## config.mk

```make
export PLATFORM = sky130hd
export DESIGN_NAME = pmc_pin_mode_configuration
export DESIGN_NICKNAME = d
export VERILOG_FILES = /design/src/pmc_pkg.sv /design/src/pmc_pin_mode_configuration.sv
export SDC_FILE = /design/constraint.sdc
export NUM_CORES = 1
export LEC_CHECK = 0
export BUFFER_PORTS_ARGS = -buffer_cell sky130_fd_sc_hd__buf_2
export CAP_MARGIN = 40
export CORE_MARGIN = 3
export CORE_UTILIZATION = 49
export CTS_CLUSTER_DIAMETER = 60
export DETAILED_ROUTE_END_ITERATION = 7
export PLACE_DENSITY = 0.78
export SETUP_SLACK_MARGIN = 0.5
export SLEW_MARGIN = 20
export SYNTH_ARGS = -nofsm -noshare
export SYNTH_HDL_FRONTEND = slang
export SYNTH_SLANG_ARGS = --single-unit
```

## constraint.sdc

```tcl
create_clock -name core_clk_i -period 2.4 [get_ports core_clk_i]
set_input_delay 0.36 -clock core_clk_i [delete_from_list [all_inputs] [get_ports core_clk_i]]
set_output_delay 0.36 -clock core_clk_i [all_outputs]
set_load 0.05 [all_outputs]
```

## src/pmc_pkg.sv

```systemverilog
// Package with register map, field positions, reset values and carrier types of the pin mode block.
package pmc_pkg;

  // ----------------------------------------------------------------------
  // Register bus geometry.
  // ----------------------------------------------------------------------
  localparam int          ADDR_W        = 8;       // Register address width.
  localparam int          DATA_W        = 32;      // Register data width.

  // ----------------------------------------------------------------------
  // Register byte offsets.
  // ----------------------------------------------------------------------
  localparam logic [7:0]  OFS_MODE      = 8'h00;   // Latched straps and mode, read only.
  localparam logic [7:0]  OFS_FLAG_DIR  = 8'h04;   // Flag pin direction, one means output.
  localparam logic [7:0]  OFS_FLAG_OUT  = 8'h08;   // Flag pin output levels.
  localparam logic [7:0]  OFS_FLAG_IN   = 8'h0C;   // Flag pin sampled levels, read only.
  localparam logic [7:0]  OFS_SYS_CTRL  = 8'h10;   // Serial port function and edge selects.
  localparam logic [7:0]  OFS_INT_EN    = 8'h14;   // Interrupt enable mask.
  localparam logic [7:0]  OFS_INT_STAT  = 8'h18;   // Sticky interrupt status, read only.
  localparam logic [7:0]  OFS_INT_CLR   = 8'h1C;   // Interrupt clear, write only.

  // ----------------------------------------------------------------------
  // Field positions.
  // ----------------------------------------------------------------------
  localparam int          STRAP_C_BIT   = 2;       // Memory mode strap on flag two.
  localparam int          STRAP_D_BIT   = 3;       // Acknowledge option strap on flag three.
  localparam int          MODE_HOST_BIT = 4;       // Host mode bit in the mode register.
  localparam int          CTRL_SER_ALT  = 0;       // Serial port one alternate function.
  localparam int          CTRL_EL_EDGE  = 1;       // Flag seven interrupt is edge sensitive.
  localparam int          CTRL_S0_EDGE  = 2;       // Serial alternate interrupt zero edge select.
  localparam int          CTRL_S1_EDGE  = 3;       // Serial alternate interrupt one edge select.
  localparam int          CTRL_FO_BIT   = 4;       // Serial alternate flag out level.
  localparam int          CTRL_W        = 5;       // Width of the control register.
  localparam int          IRQ_EL        = 0;       // Edge or level interrupt on flag seven.
  localparam int          IRQ_L0        = 1;       // Level interrupt zero on flag six.
  localparam int          IRQ_L1        = 2;       // Level interrupt one on flag five.
  localparam int          IRQ_E         = 3;       // Edge interrupt on flag four.
  localparam int          IRQ_S0        = 4;       // Serial alternate interrupt zero.
  localparam int          IRQ_S1        = 5;       // Serial alternate interrupt one.
  localparam int          IRQ_N         = 6;       // Number of interrupt sources.

  // ----------------------------------------------------------------------
  // Reset values.
  // ----------------------------------------------------------------------
  localparam logic [7:0]  FLAG_DIR_RST  = 8'h00;   // All flags start as inputs.
  localparam logic [7:0]  FLAG_OUT_RST  = 8'hFF;   // Outputs idle high, the inactive level.
  localparam logic [4:0]  CTRL_RST      = 5'h00;   // Serial port function after reset.
  localparam logic [5:0]  INT_EN_RST    = 6'h00;   // All interrupts masked.

  // ----------------------------------------------------------------------
  // Carrier types.
  // ----------------------------------------------------------------------
  // Core side request for the external memory pins.
  typedef struct packed {
    logic [13:0] addr;         // Word address for all memory spaces.
    logic [23:0] data;         // Write data.
    logic        data_oe;      // Core drives write data.
    logic [7:0]  byte_hi;      // Upper byte memory address bits.
    logic        byte_access;  // Byte memory cycle in progress.
  } pmc_mem_req_t;

  // Host port inputs as seen by the core, all strobes active high.
  typedef struct packed {
    logic [15:0] addr_data;    // Multiplexed host address and data.
    logic        wr;           // Host write strobe asserted.
    logic        rd;           // Host read strobe asserted.
    logic        al;           // Host address latch asserted.
    logic        sel;          // Host port selected.
  } pmc_host_req_t;

endpackage : pmc_pkg
```

## src/pmc_pin_mode_configuration.sv

```systemverilog
// Pin mode configuration block: strap capture, flag pins, shared interrupts and pin multiplexing.
//
// Overview of operation
// - Memory mode strap at reset fixes mode.
// - Strap pins become flags zero to three.
// - Shared pins act as flag and interrupt.
// - Enabled shared interrupt requests its vector.
// - Flag seven configurable, six five level, four edge.
// - Full mode: 14 address, 24 data lines.
// - Full mode byte transfers, host mode direct port.
// - Host mode: 16 pin multiplexed host bus.
// - Acknowledge open source, option from strap D.
// - Control bit picks serial port pin function.
// - Alternate: two interrupts, flag in, flag out.
`timescale 1ns/100ps
module pmc_pin_mode_configuration (
  input  wire logic                           core_clk_i,       // Processor clock, 100 MHz.
  input  wire logic                           reset_n_i,        // Synchronous reset, active low.
  input  wire logic                           clk_en_i,         // Freezes all state while low, but reset still acts.
  input  wire logic [pmc_pkg::ADDR_W-1:0]     reg_addr_i,       // Register byte address.
  input  wire logic [pmc_pkg::DATA_W-1:0]     reg_wdata_i,      // Register write data.
  input  wire logic                           reg_wr_i,         // Register write strobe.
  input  wire logic                           reg_rd_i,         // Register read strobe.
  output logic      [pmc_pkg::DATA_W-1:0]     reg_rdata_o,      // Read data, cycle after strobe.
  input  wire logic [7:0]                     prog_flag_pins_i, // Flag pin levels.
  output logic      [7:0]                     prog_flag_pins_o, // Flag pin drive levels.
  output logic      [7:0]                     prog_flag_pins_oe_o, // Flag pin drive enables.
  output logic      [7:0]                     flag_in_o,        // Flag levels to the core.
  input  wire logic [13:0]                    ext_addr_pins_i,  // Address pin levels.
  output logic      [13:0]                    ext_addr_pins_o,  // Address pin drive levels.
  output logic      [13:0]                    ext_addr_pins_oe_o, // Address pin drive enables.
  input  wire logic [23:0]                    ext_data_pins_i,  // Data pin levels.
  output logic      [23:0]                    ext_data_pins_o,  // Data pin drive levels.
  output logic      [23:0]                    ext_data_pins_oe_o, // Data pin drive enables.
  input  wire pmc_pkg::pmc_mem_req_t          mem_req_i,        // Core memory request.
  output logic      [23:0]                    mem_rdata_o,      // Sampled data pins to the core.
  input  wire logic [15:0]                    host_rdata_i,     // Host port read data from core.
  input  wire logic                           host_rdata_oe_i,  // Core drives host read data.
  input  wire logic                           host_ack_i,       // Core acknowledges host access.
  output pmc_pkg::pmc_host_req_t              host_req_o,       // Host port inputs to the core.
  output logic                                host_mode_o,      // Host mode latched at reset.
  input  wire logic                           sp1_rfs_pin_i,    // Serial one receive frame pin.
  input  wire logic                           sp1_tfs_pin_i,    // Serial one transmit frame pin.
  input  wire logic                           sp1_dr_pin_i,     // Serial one receive data pin.
  output logic                                sp1_dt_pin_o,     // Serial one transmit data pin.
  input  wire logic                           sport_dt_i,       // Transmit data from serial core.
  output logic      [2:0]                     sport_in_o,       // Frame and data pins to serial core.
  output logic                                serial_alt_flag_in_o, // Alternate flag in level.
  output logic      [pmc_pkg::IRQ_N-1:0]      irq_pending_o,    // Enabled pending interrupts.
  output logic                                irq_o             // Level interrupt output.
);

  // ----------------------------------------------------------------------
  // Pin synchronisers.
  // ----------------------------------------------------------------------
  localparam int SYN_W = 8 + 14 + 24 + 3;            // All pins that enter from outside.
  logic [SYN_W-1:0] syn1_q;                          // First stage, read only by the second.
  logic [SYN_W-1:0] syn2_q;                          // Second stage, safe to use.
  wire  [SYN_W-1:0] pins_raw = {sp1_rfs_pin_i, sp1_tfs_pin_i, sp1_dr_pin_i,
                                ext_data_pins_i, ext_addr_pins_i, prog_flag_pins_i};
  wire  [7:0]       pf_s     = syn2_q[7:0];          // Synchronised flag pins.
  wire  [13:0]      addr_s   = syn2_q[21:8];         // Synchronised address pins.
  wire  [23:0]      data_s   = syn2_q[45:22];        // Synchronised data pins.
  wire  [2:0]       sp_s     = syn2_q[48:46];        // Synchronised rfs, tfs, dr.

  // The synchroniser runs through reset so the straps can be sampled there.
  always_ff @(posedge core_clk_i) begin
    if (clk_en_i) begin
      syn1_q <= pins_raw;
      syn2_q <= syn1_q;
    end
  end

  // ----------------------------------------------------------------------
  // Strap capture.
  // ----------------------------------------------------------------------
  logic [3:0] strap_q;                               // Strap levels held since release.

  // Straps follow the pins while reset is low and freeze at its release.
  always_ff @(posedge core_clk_i) begin
    if (!reset_n_i) begin
      strap_q <= pf_s[3:0];
    end
  end
  wire host_mode = strap_q[pmc_pkg::STRAP_C_BIT];    // Memory mode from strap C.
  wire ack_opt   = strap_q[pmc_pkg::STRAP_D_BIT];    // Acknowledge option from strap D.

  // ----------------------------------------------------------------------
  // Register file.
  // ----------------------------------------------------------------------
  logic [7:0]                 dir_q;                 // Flag directions.
  logic [7:0]                 fout_q;                // Flag output levels.
  logic [pmc_pkg::CTRL_W-1:0] ctrl_q;                // System control field.
  logic [pmc_pkg::IRQ_N-1:0]  en_q;                  // Interrupt enable mask.
  logic [pmc_pkg::IRQ_N-1:0]  stat_q;                // Sticky interrupt status.
  logic [pmc_pkg::DATA_W-1:0] rdata_q;               // Read data register.
  wire  wr_dir  = reg_wr_i && (reg_addr_i == pmc_pkg::OFS_FLAG_DIR);
  wire  wr_fout = reg_wr_i && (reg_addr_i == pmc_pkg::OFS_FLAG_OUT);
  wire  wr_ctrl = reg_wr_i && (reg_addr_i == pmc_pkg::OFS_SYS_CTRL);
  wire  wr_en   = reg_wr_i && (reg_addr_i == pmc_pkg::OFS_INT_EN);
  wire  wr_clr  = reg_wr_i && (reg_addr_i == pmc_pkg::OFS_INT_CLR);
  wire  [7:0] wdata8 = reg_wdata_i[7:0];             // Low byte of write data.

  // Read mux; unmapped and write-only offsets read as zero.
  logic [pmc_pkg::DATA_W-1:0] rdata_d;
  always_comb begin
    rdata_d = '0;
    case (reg_addr_i)
      pmc_pkg::OFS_MODE:     rdata_d[4:0] = {host_mode, strap_q};
      pmc_pkg::OFS_FLAG_DIR: rdata_d[7:0] = dir_q;
      pmc_pkg::OFS_FLAG_OUT: rdata_d[7:0] = fout_q;
      pmc_pkg::OFS_FLAG_IN:  rdata_d[7:0] = pf_s;
      pmc_pkg::OFS_SYS_CTRL: rdata_d[pmc_pkg::CTRL_W-1:0] = ctrl_q;
      pmc_pkg::OFS_INT_EN:   rdata_d[pmc_pkg::IRQ_N-1:0] = en_q;
      pmc_pkg::OFS_INT_STAT: rdata_d[pmc_pkg::IRQ_N-1:0] = stat_q;
      default:               rdata_d = '0;
    endcase
  end

  // Writable registers; directions reset to inputs.
  always_ff @(posedge core_clk_i) begin
    if (!reset_n_i) begin
      dir_q   <= pmc_pkg::FLAG_DIR_RST;
      fout_q  <= pmc_pkg::FLAG_OUT_RST;
      ctrl_q  <= pmc_pkg::CTRL_RST;
      en_q    <= pmc_pkg::INT_EN_RST;
      rdata_q <= '0;
    end else if (clk_en_i) begin
      if (wr_dir)  dir_q  <= wdata8;
      if (wr_fout) fout_q <= wdata8;
      if (wr_ctrl) ctrl_q <= reg_wdata_i[pmc_pkg::CTRL_W-1:0];
      if (wr_en)   en_q   <= reg_wdata_i[pmc_pkg::IRQ_N-1:0];
      rdata_q <= reg_rd_i ? rdata_d : '0;
    end
  end

  // ----------------------------------------------------------------------
  // Shared interrupt and flag logic.
  // ----------------------------------------------------------------------
  // A driven flag feeds its own value back, so software can raise its interrupt.
  wire  [7:0] lvl = (dir_q & fout_q) | (~dir_q & pf_s);
  wire        alt = ctrl_q[pmc_pkg::CTRL_SER_ALT];
  // Interrupt requests, active high, in status bit order.
  // Flag pins are active low; serial pins only request while the alternate function is on.
  wire  [pmc_pkg::IRQ_N-1:0] req_lvl = {alt & ~sp_s[1], alt & ~sp_s[2], ~lvl[4], ~lvl[5], ~lvl[6], ~lvl[7]};
  logic [pmc_pkg::IRQ_N-1:0] req_prev_q;             // Request one cycle earlier.
  wire  [pmc_pkg::IRQ_N-1:0] req_rise = req_lvl & ~req_prev_q;
  // Per source edge select; six and five are always level, four always edge.
  wire  [pmc_pkg::IRQ_N-1:0] is_edge = {ctrl_q[pmc_pkg::CTRL_S1_EDGE], ctrl_q[pmc_pkg::CTRL_S0_EDGE],
                                        1'b1, 1'b0, 1'b0, ctrl_q[pmc_pkg::CTRL_EL_EDGE]};
  wire  [pmc_pkg::IRQ_N-1:0] ev = (is_edge & req_rise) | (~is_edge & req_lvl);
  wire  [pmc_pkg::IRQ_N-1:0] clr = wr_clr ? reg_wdata_i[pmc_pkg::IRQ_N-1:0] : '0;
  wire  [pmc_pkg::IRQ_N-1:0] stat_d = (stat_q & ~clr) | ev;   // Set wins over clear.
  wire  [pmc_pkg::IRQ_N-1:0] pend_d = stat_d & en_q;

  // Status, pending requests and the interrupt line.
  always_ff @(posedge core_clk_i) begin
    if (!reset_n_i) begin
      req_prev_q    <= '0;
      stat_q        <= '0;
      irq_pending_o <= '0;
      irq_o         <= 1'b0;
      flag_in_o     <= '0;
    end else if (clk_en_i) begin
      req_prev_q    <= req_lvl;
      stat_q        <= stat_d;
      irq_pending_o <= pend_d;
      irq_o         <= |pend_d;
      flag_in_o     <= lvl;
    end
  end

  // ----------------------------------------------------------------------
  // Memory and host port pin multiplexing.
  // ----------------------------------------------------------------------
  // Full mode drives all address pins and puts byte address bits on the top data byte.
  wire [23:0] full_dout = {mem_req_i.byte_access ? mem_req_i.byte_hi : mem_req_i.data[23:16],
                           mem_req_i.data[15:0]};
  wire [23:0] full_doe  = {{8{mem_req_i.data_oe | mem_req_i.byte_access}}, {16{mem_req_i.data_oe}}};
  // Acknowledge is open source: it only ever drives high, strap D picks when.
  wire        ack_oe    = ack_opt ? ~host_ack_i : host_ack_i;
  // Host mode turns address 13:1 and data 2:0 into the host bus, data 7:3 into control.
  wire [23:0] host_dout = {mem_req_i.data[23:8], 4'h0, 1'b1, host_rdata_i[15:13]};
  wire [23:0] host_doe  = {{16{mem_req_i.data_oe}}, 4'h0, ack_oe, {3{host_rdata_oe_i}}};
  wire [13:0] addr_d    = host_mode ? {host_rdata_i[12:0], mem_req_i.addr[0]} : mem_req_i.addr;
  wire [13:0] addr_oe_d = host_mode ? {{13{host_rdata_oe_i}}, 1'b1} : 14'h3FFF;
  wire [23:0] data_d    = host_mode ? host_dout : full_dout;
  wire [23:0] data_oe_d = host_mode ? host_doe : full_doe;
  wire pmc_pkg::pmc_host_req_t host_d = host_mode ?
       '{addr_data: {data_s[2:0], addr_s[13:1]}, wr: ~data_s[7], rd: ~data_s[6],
         al: data_s[5], sel: ~data_s[4]} : '0;

  // Pin drivers; all enables low during reset so the pins float.
  always_ff @(posedge core_clk_i) begin
    if (!reset_n_i) begin
      ext_addr_pins_o     <= '0;
      ext_addr_pins_oe_o  <= '0;
      ext_data_pins_o     <= '0;
      ext_data_pins_oe_o  <= '0;
      prog_flag_pins_o    <= pmc_pkg::FLAG_OUT_RST;
      prog_flag_pins_oe_o <= pmc_pkg::FLAG_DIR_RST;
      host_req_o          <= '0;
      host_mode_o         <= 1'b0;
      mem_rdata_o         <= '0;
    end else if (clk_en_i) begin
      ext_addr_pins_o     <= addr_d;
      ext_addr_pins_oe_o  <= addr_oe_d;
      ext_data_pins_o     <= data_d;
      ext_data_pins_oe_o  <= data_oe_d;
      prog_flag_pins_o    <= fout_q;
      prog_flag_pins_oe_o <= dir_q;
      host_req_o          <= host_d;
      host_mode_o         <= host_mode;
      mem_rdata_o         <= data_s;
    end
  end

  // ----------------------------------------------------------------------
  // Serial port one pin function.
  // ----------------------------------------------------------------------
  // The clock pin is not touched, so the internal serial clock stays usable.
  always_ff @(posedge core_clk_i) begin
    if (!reset_n_i) begin
      sp1_dt_pin_o         <= 1'b0;
      sport_in_o           <= '0;
      serial_alt_flag_in_o <= 1'b0;
    end else if (clk_en_i) begin
      sp1_dt_pin_o         <= alt ? ctrl_q[pmc_pkg::CTRL_FO_BIT] : sport_dt_i;
      sport_in_o           <= alt ? 3'h0 : sp_s;
      serial_alt_flag_in_o <= alt & sp_s[0];
    end
  end
  assign reg_rdata_o = rdata_q;
endmodule : pmc_pin_mode_configuration

```

==> run summary, run 1 <==
For this run, the top clock speed supported by timing is 0.549 GHz. The depth of the CTS H-tree came out at 1. For this design the ratio of total power to cell area is 804 mW/mm^2.

For this block, the initial DRC count from the detailed router was 427. In this run, synthesis inferred 100 flip-flops with an integrated enable. For this design the total switching power over the nets is 2.81 mW. Subtracting the final worst setup slack from the clock period gives 1.82 ns.

The run gives 2.79 ns as the required time at the endpoint of the critical path. For this design the static power due to leakage is 5.83 nW. Overall fraction of global-route tracks in use: 0.210. Counting the fill cells in the layout gives 1,571.

Average wire per standard cell: 17.4 microns. After synthesis the cells add up to 0.0103 sq mm. The routed layout has 7,520 vias. The starting utilization of the core area was 0.503; the top fanout value on the critical path was 6. The first global-routing pass estimated 37,800 microns of wire. Critical path class: in2reg.

The die covers 0.0228 sq mm. Synthesis instantiated 48 different standard cells from the library. The maximum root-to-sink buffer count is 3. Sorting the synthesized cells by area gives the leading types as sky130_fd_sc_hd__dfxtp_1 33%, sky130_fd_sc_hd__edfxtp_1 29%, sky130_fd_sc_hd__mux2i_1 12%, sky130_fd_sc_hd__nor2_1 5.4%, sky130_fd_sc_hd__buf_4 4.0%. The logs give 0.133 for the share of total power in combinational logic and 5 for the detailed-router iteration count before antenna repair. The endpoint arrival time on the critical path is 2.21 ns.

From left edge to right edge, the die measures 151 microns. The sequential share of the synthesized area is 0.625, and the number of ports placed on the die boundary is 350. Once detail routing completed, the nets flagged for antenna violations numbered 0. TritonCTS built the clock tree. The area growth from synthesis to layout is 28.3%. Entering global routing, the biggest net connects 76 pins. The clock group share of total power is 0.383, and the detailed-route vias per instance is 5.10. The run finished with clean final reports.

In this run the clock root is driven by a sky130_fd_sc_hd__clkbuf_16. The startpoint identified for the worst register-to-register timing path is dir_q[7]$_SDFFE_PN0P_. In this run the critical register-to-register path is captured at irq_o$_SDFFE_PN0P_.

The cell internal power dissipation is 7.80 mW, and the transition time at the pin with the least slew margin is 0.716 ns. IR analysis of the VDD net gives a maximum drop of 0.734 mV. The hold path startpoint was ext_addr_pins_i[6]. For the final database, setup skew stands at 0.0143 ns.

For the total setup violations reported at the end of the flow, the log shows 0. The later pin in the worst-skew pair is clocked with a latency of 0.53 ns. For the setup total negative slack, the log shows 0 ns. Setup repair after global routing left no endpoint under its margin. The overall overflow remaining after global route was 0. The most critical setup path has its startpoint at reg_addr_i[0].

In the synthesized netlist the dominant register cell turns out to be sky130_fd_sc_hd__dfxtp_1. For this run, design rule violations remaining after detail routing come to 0. The number of warnings reported in the yosys synthesis log was 0; the max-slew violation total from the final report was 0. The post-synthesis cell count was 867; the clock sink count was 271. The share of post-route cells with drive strength above 1 was 0.315; the number of synthesized register bits was 271. The most critical setup path has its endpoint at fout_q[1]$_SDFFE_PN1P_. The die extent in y came out at 151 microns. In the final design database the tool counted 1,341 nets.

The tools report the total wire length as 25,600 microns. The initial antenna violation count came out at 2. Clock tree synthesis inserted a total of 28 buffers. The post-CTS clock slew at the launch and capture registers of the worst setup and hold paths was 0.06 ns; the post-CTS setup buffer count was 0. The worst register-to-register path has a setup slack of 0.67 ns. The number of rows in the core area is 52, and the core area is 0.0204 sq mm. The synthesized area per cell was 11.9 sq um; the worst hold slack across all endpoints was 0.0184 ns. Across the run, the number of max-cap violations was 0.

The most area-hungry cell type in the Yosys netlist was sky130_fd_sc_hd__dfxtp_1. The final core area utilization is 0.646, and the power share of the sequential group is 0.484. The proportion of netlist area held by the largest area contributor was 0.333; the switching share of power was 0.265.

The worst-case reg-to-reg path depth was 5. Summed over all nets, the half-perimeter wirelength after detailed placement is 17,600 microns. The worst min-delay path class was in2reg.

The number of buffers added on ports is 300. The tools report the number of global-route vias before repair as 7,144. The congestion estimate from routability-driven global placement came to 0.835. The ratio of final minimum period to clock period works out to 0.759. The share of flip-flops with an asynchronous set or reset after synthesis is 0, and the worst slew margin relative to its limit is 0.522.

Total count of hold-check failures in the final report: 0. The critical path startpoint category is an input port. The worst setup path is captured at a register.
==> worst max-delay path, stage by stage <==
cell	delay, ns
sky130_fd_sc_hd__buf_2	0.10
sky130_fd_sc_hd__or4_4	0.57
sky130_fd_sc_hd__or2_1	0.34
sky130_fd_sc_hd__nor4b_2	0.29
sky130_fd_sc_hd__buf_4	0.23
sky130_fd_sc_hd__mux2i_1	0.23
sky130_fd_sc_hd__nand2_1	0.09
==> Yosys cell counts, drive strengths merged, types with 3 or more instances <==
master	n
a211oi	29
a21oi	27
a22oi	29
a2bb2oi	3
a311oi	3
and2	4
buf	73
clkbuf	36
dfxtp	171
edfxtp	100
inv	9
mux2	4
mux2i	126
mux4	4
nand2	29
nand2b	5
nand3	10
nand3b	3
nand4	3
nor2	147
nor2b	9
o21ai	13
o22ai	3
o2bb2ai	3
or3	3
==> metrics by stage <==
step	total power, mW	cell area (sq um)	setup WS [ns]	cells
after floorplan	6.22	10400	0.303	890
after global placement	6.56	11900	0.129	1376
after detailed placement	6.58	11900	0.101	1376
after CTS	10.7	13200	0.601	1471
after global routing	11.0	13200	0.528	1473
final	10.6	13200	0.579	1474
==> power by group through the flow <==
stage / Sequential [mW] / Combinational [mW] / Clock (mW)
floorplan: 5.58 / 0.637 / 0
detailed placement: 5.23 / 1.35 / 0
CTS: 5.13 / 1.41 / 4.17
finish: 5.13 / 1.41 / 4.07
global placement: 5.22 / 1.34 / 0
global route: 5.16 / 1.50 / 4.33
==> layout make-up <==
cell class | instances | area (sq um) | area share
inverters | 9 | 36.3 | 0.00275
multi-input cells | 501 | 3290 | 0.250
diodes | 2 | 5.00 | 0.000379
clock inverters | 17 | 105 | 0.00796
clock buffers | 35 | 768 | 0.0582
repair buffers | 369 | 2230 | 0.169
well taps | 270 | 338 | 0.0256
flip-flops and latches | 271 | 6430 | 0.487
==> placed cells by master (no fill, tap or decap), drive strengths merged, types with 3 or more instances in the layout <==
cell type    instances
a211oi              29
a21oi               27
a22oi               29
a2bb2oi              3
a311oi               3
and2                 4
buf                325
clkbuf              35
clkinv              16
conb                24
dfxtp              171
dlygate4sd3         44
edfxtp             100
inv                  9
mux2                 4
mux2i              126
mux4                 4
nand2               29
nand2b               5
nand3               10
nand3b               3
nand4                3
nor2               147
nor2b                9
o21ai               13
o22ai                3
o2bb2ai              3
or3                  3
==> repair_timing <==
item                                    in CTS  in global routing
endpoints found under the hold margin       43                  1
endpoints found under the setup margin       0                  0
gates resized for setup                      0                  0
hold buffers                                43                  1
==> layer usage <==
layer / GRT usage / vias up / part of all wire
li1: - / 3623 / -
met1: 0.255 / 3529 / 0.39
met2: 0.367 / 314 / 0.50
met3: 0.0575 / 52 / 0.084
met4: 0.0617 / 2 / 0.027
met5: 0 / - / 0.00051
==> worst min path at each step <==
| stage | endpoint | depth (start not counted) |
|---|---|---|
| finish | syn1_q[14]$_DFFE_PP_ | 1 |
| global route | syn1_q[23]$_DFFE_PP_ | 1 |
| CTS | syn1_q[26]$_DFFE_PP_ | 1 |
| detailed placement | syn2_q[24]$_DFFE_PP_ | 0 |
| global placement | syn2_q[45]$_DFFE_PP_ | 0 |
| floorplan | syn2_q[0]$_DFFE_PP_ | 0 |
==> sequential cells by signal (all words and copies together), names as in the netlist, 2 cells and up <==
| name | flops |
|---|---|
| strap_q | 4 |
| ext_data_pins_oe_o | 5 |
| mem_rdata_o | 24 |
| sport_in_o | 3 |
| en_q | 6 |
| syn1_q | 48 |
| ctrl_q | 5 |
| flag_in_o | 8 |
| dir_q | 8 |
| fout_q | 8 |
| stat_q | 6 |
| host_req_o | 20 |
| ext_addr_pins_o | 14 |
| ext_addr_pins_oe_o | 2 |
| req_prev_q | 4 |
| prog_flag_pins_o | 8 |
| syn2_q | 48 |
| reg_rdata_o | 8 |
| prog_flag_pins_oe_o | 8 |
| ext_data_pins_o | 24 |
| irq_pending_o | 6 |
==> cells by family after synthesis <==
kind of cell / Yosys count / synth area share
DFF: 271 / 0.625
and+or+nand+nor: 221 / 0.0944
muxes: 134 / 0.136
AOI/OAI and AO/OA: 121 / 0.0798
buffers and inverters: 118 / 0.0640
xor gates and xnor gates: 1 / 0.000852
other: 1 / 0.000365
Note: power is estimated with default switching activity, not from simulation.
==> run 2: changes to the inputs <==
--- a/config.mk
+++ b/config.mk
@@ -5,6 +5,7 @@
 export SDC_FILE = /design/constraint.sdc
 export NUM_CORES = 1
 export LEC_CHECK = 0
+export ABC_AREA = 1
 export BUFFER_PORTS_ARGS = -buffer_cell sky130_fd_sc_hd__buf_2
 export CAP_MARGIN = 40
 export CORE_MARGIN = 3
==> constraint.sdc (replaced) <==
create_clock -name core_clk_i -period 1.8 [get_ports core_clk_i]
set_input_delay 0.27 -clock core_clk_i [delete_from_list [all_inputs] [get_ports core_clk_i]]
set_output_delay 0.27 -clock core_clk_i [all_outputs]
set_load 0.05 [all_outputs]
==> run 2 against run 1 <==
  * Combinational power up 87%
  * Synthesized cell count rose by 27%
  * Global-route usage up 5.9 points
  * Cell area is 22% higher
  * Synthesized area is 0.99% higher
  * Clock-buffer cell count increased by 5
  * Sequential cell count is the same
  * Clock power increased by 48%
  * Non-clock buffer count grew 76
  * Wire length rose by 41%
  * Worst setup slack worse by 0.26 ns
  * Worst hold slack worse by 0.0053 ns
  * Critical path type is now reg2out
==> run summary, run 2 <==
The tools report the remaining antenna violation count as 0 (unchanged). The final instance area was 0.0161 sq mm (+22%). The logs give 48,800 microns (+29%) for the first-pass GRT wire length and 0.0104 sq mm (+0.99%) for the summed instance area of the synthesized netlist. The top flip-flop cell by instance count after synthesis is sky130_fd_sc_hd__dfxtp_1. The cell area power density came out at 977 mW/mm^2 (+22%).

For the total DRC errors in the routed layout, the log shows 0 (unchanged). For the number of warnings reported in the yosys synthesis log, the log shows 0 (unchanged). The post-synthesis to final-layout area growth is 54.7%, and the switching share of power is 0.285 (+0.0200). The detailed-route vias per instance came out at 5.23 (+2.6%).

For the number of ports placed on the die boundary, the log shows 350 (unchanged). The count of non-filler cells in the finished layout is 1,791 (+22%), and the worst path buffer plus inverter count is 1 (-1). The post-CTS clock slew at the launch and capture registers of the worst setup and hold paths works out to 0.07 ns (about the same).

Hold path startpoint: host_rdata_i[1]. The die area was 0.0230 sq mm (+0.95%). In the post-synthesis netlist, the cell with the most instances is sky130_fd_sc_hd__nand2_1.

The tools report the max-cap check violation count as 0 (unchanged). The cell internal power dissipation was 11.2 mW (+44%). Counting instances in the post-synthesis netlist gives the leading cell types as 277 x sky130_fd_sc_hd__nand2_1, 171 x sky130_fd_sc_hd__dfxtp_1, 100 x sky130_fd_sc_hd__edfxtp_1. The count of different cell masters after synthesis came out at 36 (-25%). The final setup skew is 0.0101 ns (-0.00419 ns). The total power after layout is 15.7 mW (+48%), and the transition time at the pin with the least slew margin is 0.582 ns (-0.135 ns). The maximum root-to-sink buffer count was 3 (unchanged).

The synthesized design spends more area on one cell type than any other, namely sky130_fd_sc_hd__dfxtp_1. For the number of filler instances in the final layout, the log shows 1,203 (-23%). The run gives 4.47 mW (+59%) as the switching power summed over all nets.

The startpoint identified for the worst register-to-register timing path is strap_q[2]$_DFFE_PN_. The proportion of netlist area held by the largest area contributor was 0.330 (-0.00325). The worst path needs 1.49 ns of the cycle, external delays included. Largest incremental delay on the critical path: 0.43 ns (-0.14 ns). The maximum number of pins on one net before global-route repair came out at 93 (+22%). The later-pin clock latency in the skew report is 0.56 ns (+0.03 ns), and the number of global-route vias before repair is 9,205 (+29%).

The largest registers in the layout are syn1_q (48), syn2_q (48). The multi-input logic area is 0.00338 sq mm (+2.5%), and the ratio of final minimum period to clock period is 0.825. The power share of the sequential group is 0.447 (-0.037), and the leakage power is 7.17 nW (+23%). The highest attainable clock frequency is 0.673 GHz. The footprint of the flip-flops and latches is 0.00662 sq mm (+2.9%), and the average wire per standard cell is 20.1 microns (+16%). Die extent in y: 152 microns (+0.47%). The worst setup path is captured at an output port. The logs give 0.0131 ns (-0.00528 ns) for the worst hold slack across all endpoints and 0 ns (unchanged) for the setup total negative slack. The initial antenna violation count is 5 (+3), and the largest vdd supply drop is 0.943 mV (+28%).

Commonest non-fill, non-tap cell in the layout: sky130_fd_sc_hd__nand2_1. The critical path is of the reg2out type. The number of synthesized register bits was 271 (unchanged); the overall fraction of global-route tracks in use was 0.269 (+0.0588). TritonCTS built the clock tree. The endpoint arrival time on the critical path was 1.22 ns (-0.99 ns); the slack of the worst reg-to-reg path was 0.34 ns (-0.33 ns). The clock group share of total power was 0.385 (+0.002); the final weighted congestion in routability-driven placement was 0.876 (+4.9%). The number of vias in the routed layout came out at 9,374 (+25%). The top fanout value on the critical path was 14 (+8); the number of buffers added by the clock tree synthesis step was 29 (+3.6%). The synthesized area per cell was 9.43 sq um (-20%); the post-synthesis cell count was 1,101 (+27%). The min-delay analysis places its worst path in the category in2reg. The tools report the buffer cell driving the clock tree root as sky130_fd_sc_hd__clkbuf_16. For the worst slew margin relative to its limit, the log shows 0.612 (+0.0898). The starting utilization of the core area was 0.505 (+0.00174); the die width was 152 microns (+0.47%). The required time at the endpoint of the critical path is 1.53 ns (-1.26 ns), and the share of flip-flops with an asynchronous set or reset after synthesis is 0 (unchanged).

The logs give 731 (+71%) for the DRC marker count from the first detailed-route iteration and 1,654 (+23%) for the number of nets in the layout. Leaving out fill and tap cells, the most frequent cells in the layout are 251 x sky130_fd_sc_hd__nand2_1, 133 x sky130_fd_sc_hd__buf_2, 132 x sky130_fd_sc_hd__buf_8, 127 x sky130_fd_sc_hd__dfxtp_2, 100 x sky130_fd_sc_hd__edfxtp_1. The number of buffers added on ports works out to 300 (unchanged). In this run the worst setup path begins at ext_addr_pins_oe_o[12]$_SDFFE_PN0P_. Pre-CTS setup slack: 0.157 ns (+0.0563 ns). The run finished with clean final reports. The post-placement cell count was 1,605 (+17%). Setup repair after global routing could not meet its margin everywhere. In the post-synthesis netlist, the biggest area contributors are sky130_fd_sc_hd__dfxtp_1 33%, sky130_fd_sc_hd__edfxtp_1 29%, sky130_fd_sc_hd__nand2_1 10%, sky130_fd_sc_hd__buf_4 4.0%, sky130_fd_sc_hd__a21oi_1 3.7%.

The tools report the final core area utilization as 0.782 (+0.136). The total wire length is 36,000 microns (+41%). Core area: 0.0206 sq mm (+0.64%). The clock sink count was 271 (unchanged). The max-slew violation total from the final report was 0 (unchanged); the share of total power in combinational logic was 0.168 (+0.035). The number of rows in the core area came out at 52 (unchanged). The signal on the critical path passes through buf_4. The run gives 1 (unchanged) as the depth of the CTS H-tree.

The number of enable flip-flop cells after synthesis works out to 100 (unchanged). In this design, the largest share of critical-path delay is due to flip-flops. The highest-delay cell along the critical path was sky130_fd_sc_hd__dfxtp_4.

The run gives 7 (+2) as the detailed-router iteration count before antenna repair. The tools report the post-DP HPWL as 18,100 microns (+2.9%). The area after detailed placement was 0.0119 sq mm (-0.15%); the share of post-route cells with drive strength above 1 was 0.424 (+0.109). For the total setup violations reported at the end of the flow, the log shows 0 (unchanged).

The total count of hold-check failures in the final report was 0 (unchanged). STA classifies the critical path startpoint as a register. For the overall overflow remaining after global route, the log shows 0 (unchanged).

The logs give 0.315 ns (-0.265 ns) for the worst-case setup margin in the final layout and 0.619 (-0.00610) for the sequential share of the synthesized area.
-- run 2: cell count changes in the layout (fill, tap and decap cells not counted), moves of 29 or more --
cell | previous run | this run
sky130_fd_sc_hd__a21oi_1 | 27 | 71
sky130_fd_sc_hd__a22oi_1 | 29 | 0
sky130_fd_sc_hd__buf_2 | 299 | 133
sky130_fd_sc_hd__buf_4 | 18 | 66
sky130_fd_sc_hd__buf_8 | 1 | 132
sky130_fd_sc_hd__dfxtp_1 | 171 | 36
sky130_fd_sc_hd__dfxtp_2 | 0 | 127
sky130_fd_sc_hd__dlygate4sd3_1 | 44 | 76
sky130_fd_sc_hd__inv_1 | 8 | 67
sky130_fd_sc_hd__mux2i_1 | 126 | 1
sky130_fd_sc_hd__nand2_1 | 29 | 251
sky130_fd_sc_hd__nor2_1 | 147 | 87
sky130_fd_sc_hd__o21ai_0 | 13 | 76
-- run 2: per-layer routing --
| layer | part of all wire | global-route usage | wire length (microns) | up-vias |
|---|---|---|---|---|
| met4 | 0.050 | 0.104 | 1820 | 0 |
| met5 | 0 | 0 | 0 | - |
| met3 | 0.083 | 0.0756 | 2990 | 116 |
| met2 | 0.51 | 0.473 | 18400 | 477 |
| li1 | - | - | - | 4331 |
| met1 | 0.36 | 0.311 | 12800 | 4450 |
-- run 2: kinds of logic (layout without fill, tap and decap cells) --
group / after synthesis / in the layout / share of synthesized area
AOI/OAI and AO/OA: 205 / 205 / 0.112
muxes: 1 / 1 / 0.000964
and+or+nand+nor: 439 / 439 / 0.176
other: 1 / 29 / 0.000361
DFF: 271 / 271 / 0.619
xor gates and xnor gates: 1 / 1 / 0.000843
buffers and inverters: 183 / 575 / 0.0912
-- run 2: worst paths after layout --
kind	depth (start not counted)	endpoint
worst min register to register	0	syn2_q[37]$_DFFE_PP_
worst max-delay path	1	ext_addr_pins_oe_o[12]
worst min-delay path	5	ext_addr_pins_o[2]$_SDFFE_PN0P_
worst max register to register	9	ext_addr_pins_o[7]$_SDFFE_PN0P_
-- run 2: power groups by stage --
stage               registers, mW  clock network (mW)  logic, mW
floorplan                    7.56                   0      0.812
global placement             7.00                   0       1.85
detailed placement           7.02                   0       1.87
CTS                          6.99                6.05       2.37
global route                 7.04                6.37       2.77
finish                       7.02                6.04       2.64
-- run 2: layout make-up --
class                           instances  share of cell area
Tap cell                              270              0.0210
Clock buffer                           40              0.0522
Sequential cell                       271               0.412
Multi-Input combinational cell        670               0.210
Timing Repair Buffer                  445               0.277
Clock inverter                         14             0.00825
Inverter                               76              0.0188
Antenna cell                            5            0.000779
-- run 2: repair_timing --
| action | in CTS | in global routing |
|---|---|---|
| gates resized for setup | 569 | 104 |
| gates cloned | 0 | 6 |
| hold endpoints to repair | 75 | 0 |
| pin swaps | 2 | 27 |
| setup buffers | 18 | 27 |
| endpoints found under the setup margin | 213 | 199 |
| hold buffers | 76 | 0 |
-- run 2: worst min-delay path, cell delays in order --
cell                      delay, ns
sky130_fd_sc_hd__buf_2         0.10
sky130_fd_sc_hd__nand2_4       0.04
sky130_fd_sc_hd__nand3_2       0.04
sky130_fd_sc_hd__nand2_1       0.04
sky130_fd_sc_hd__inv_1         0.04
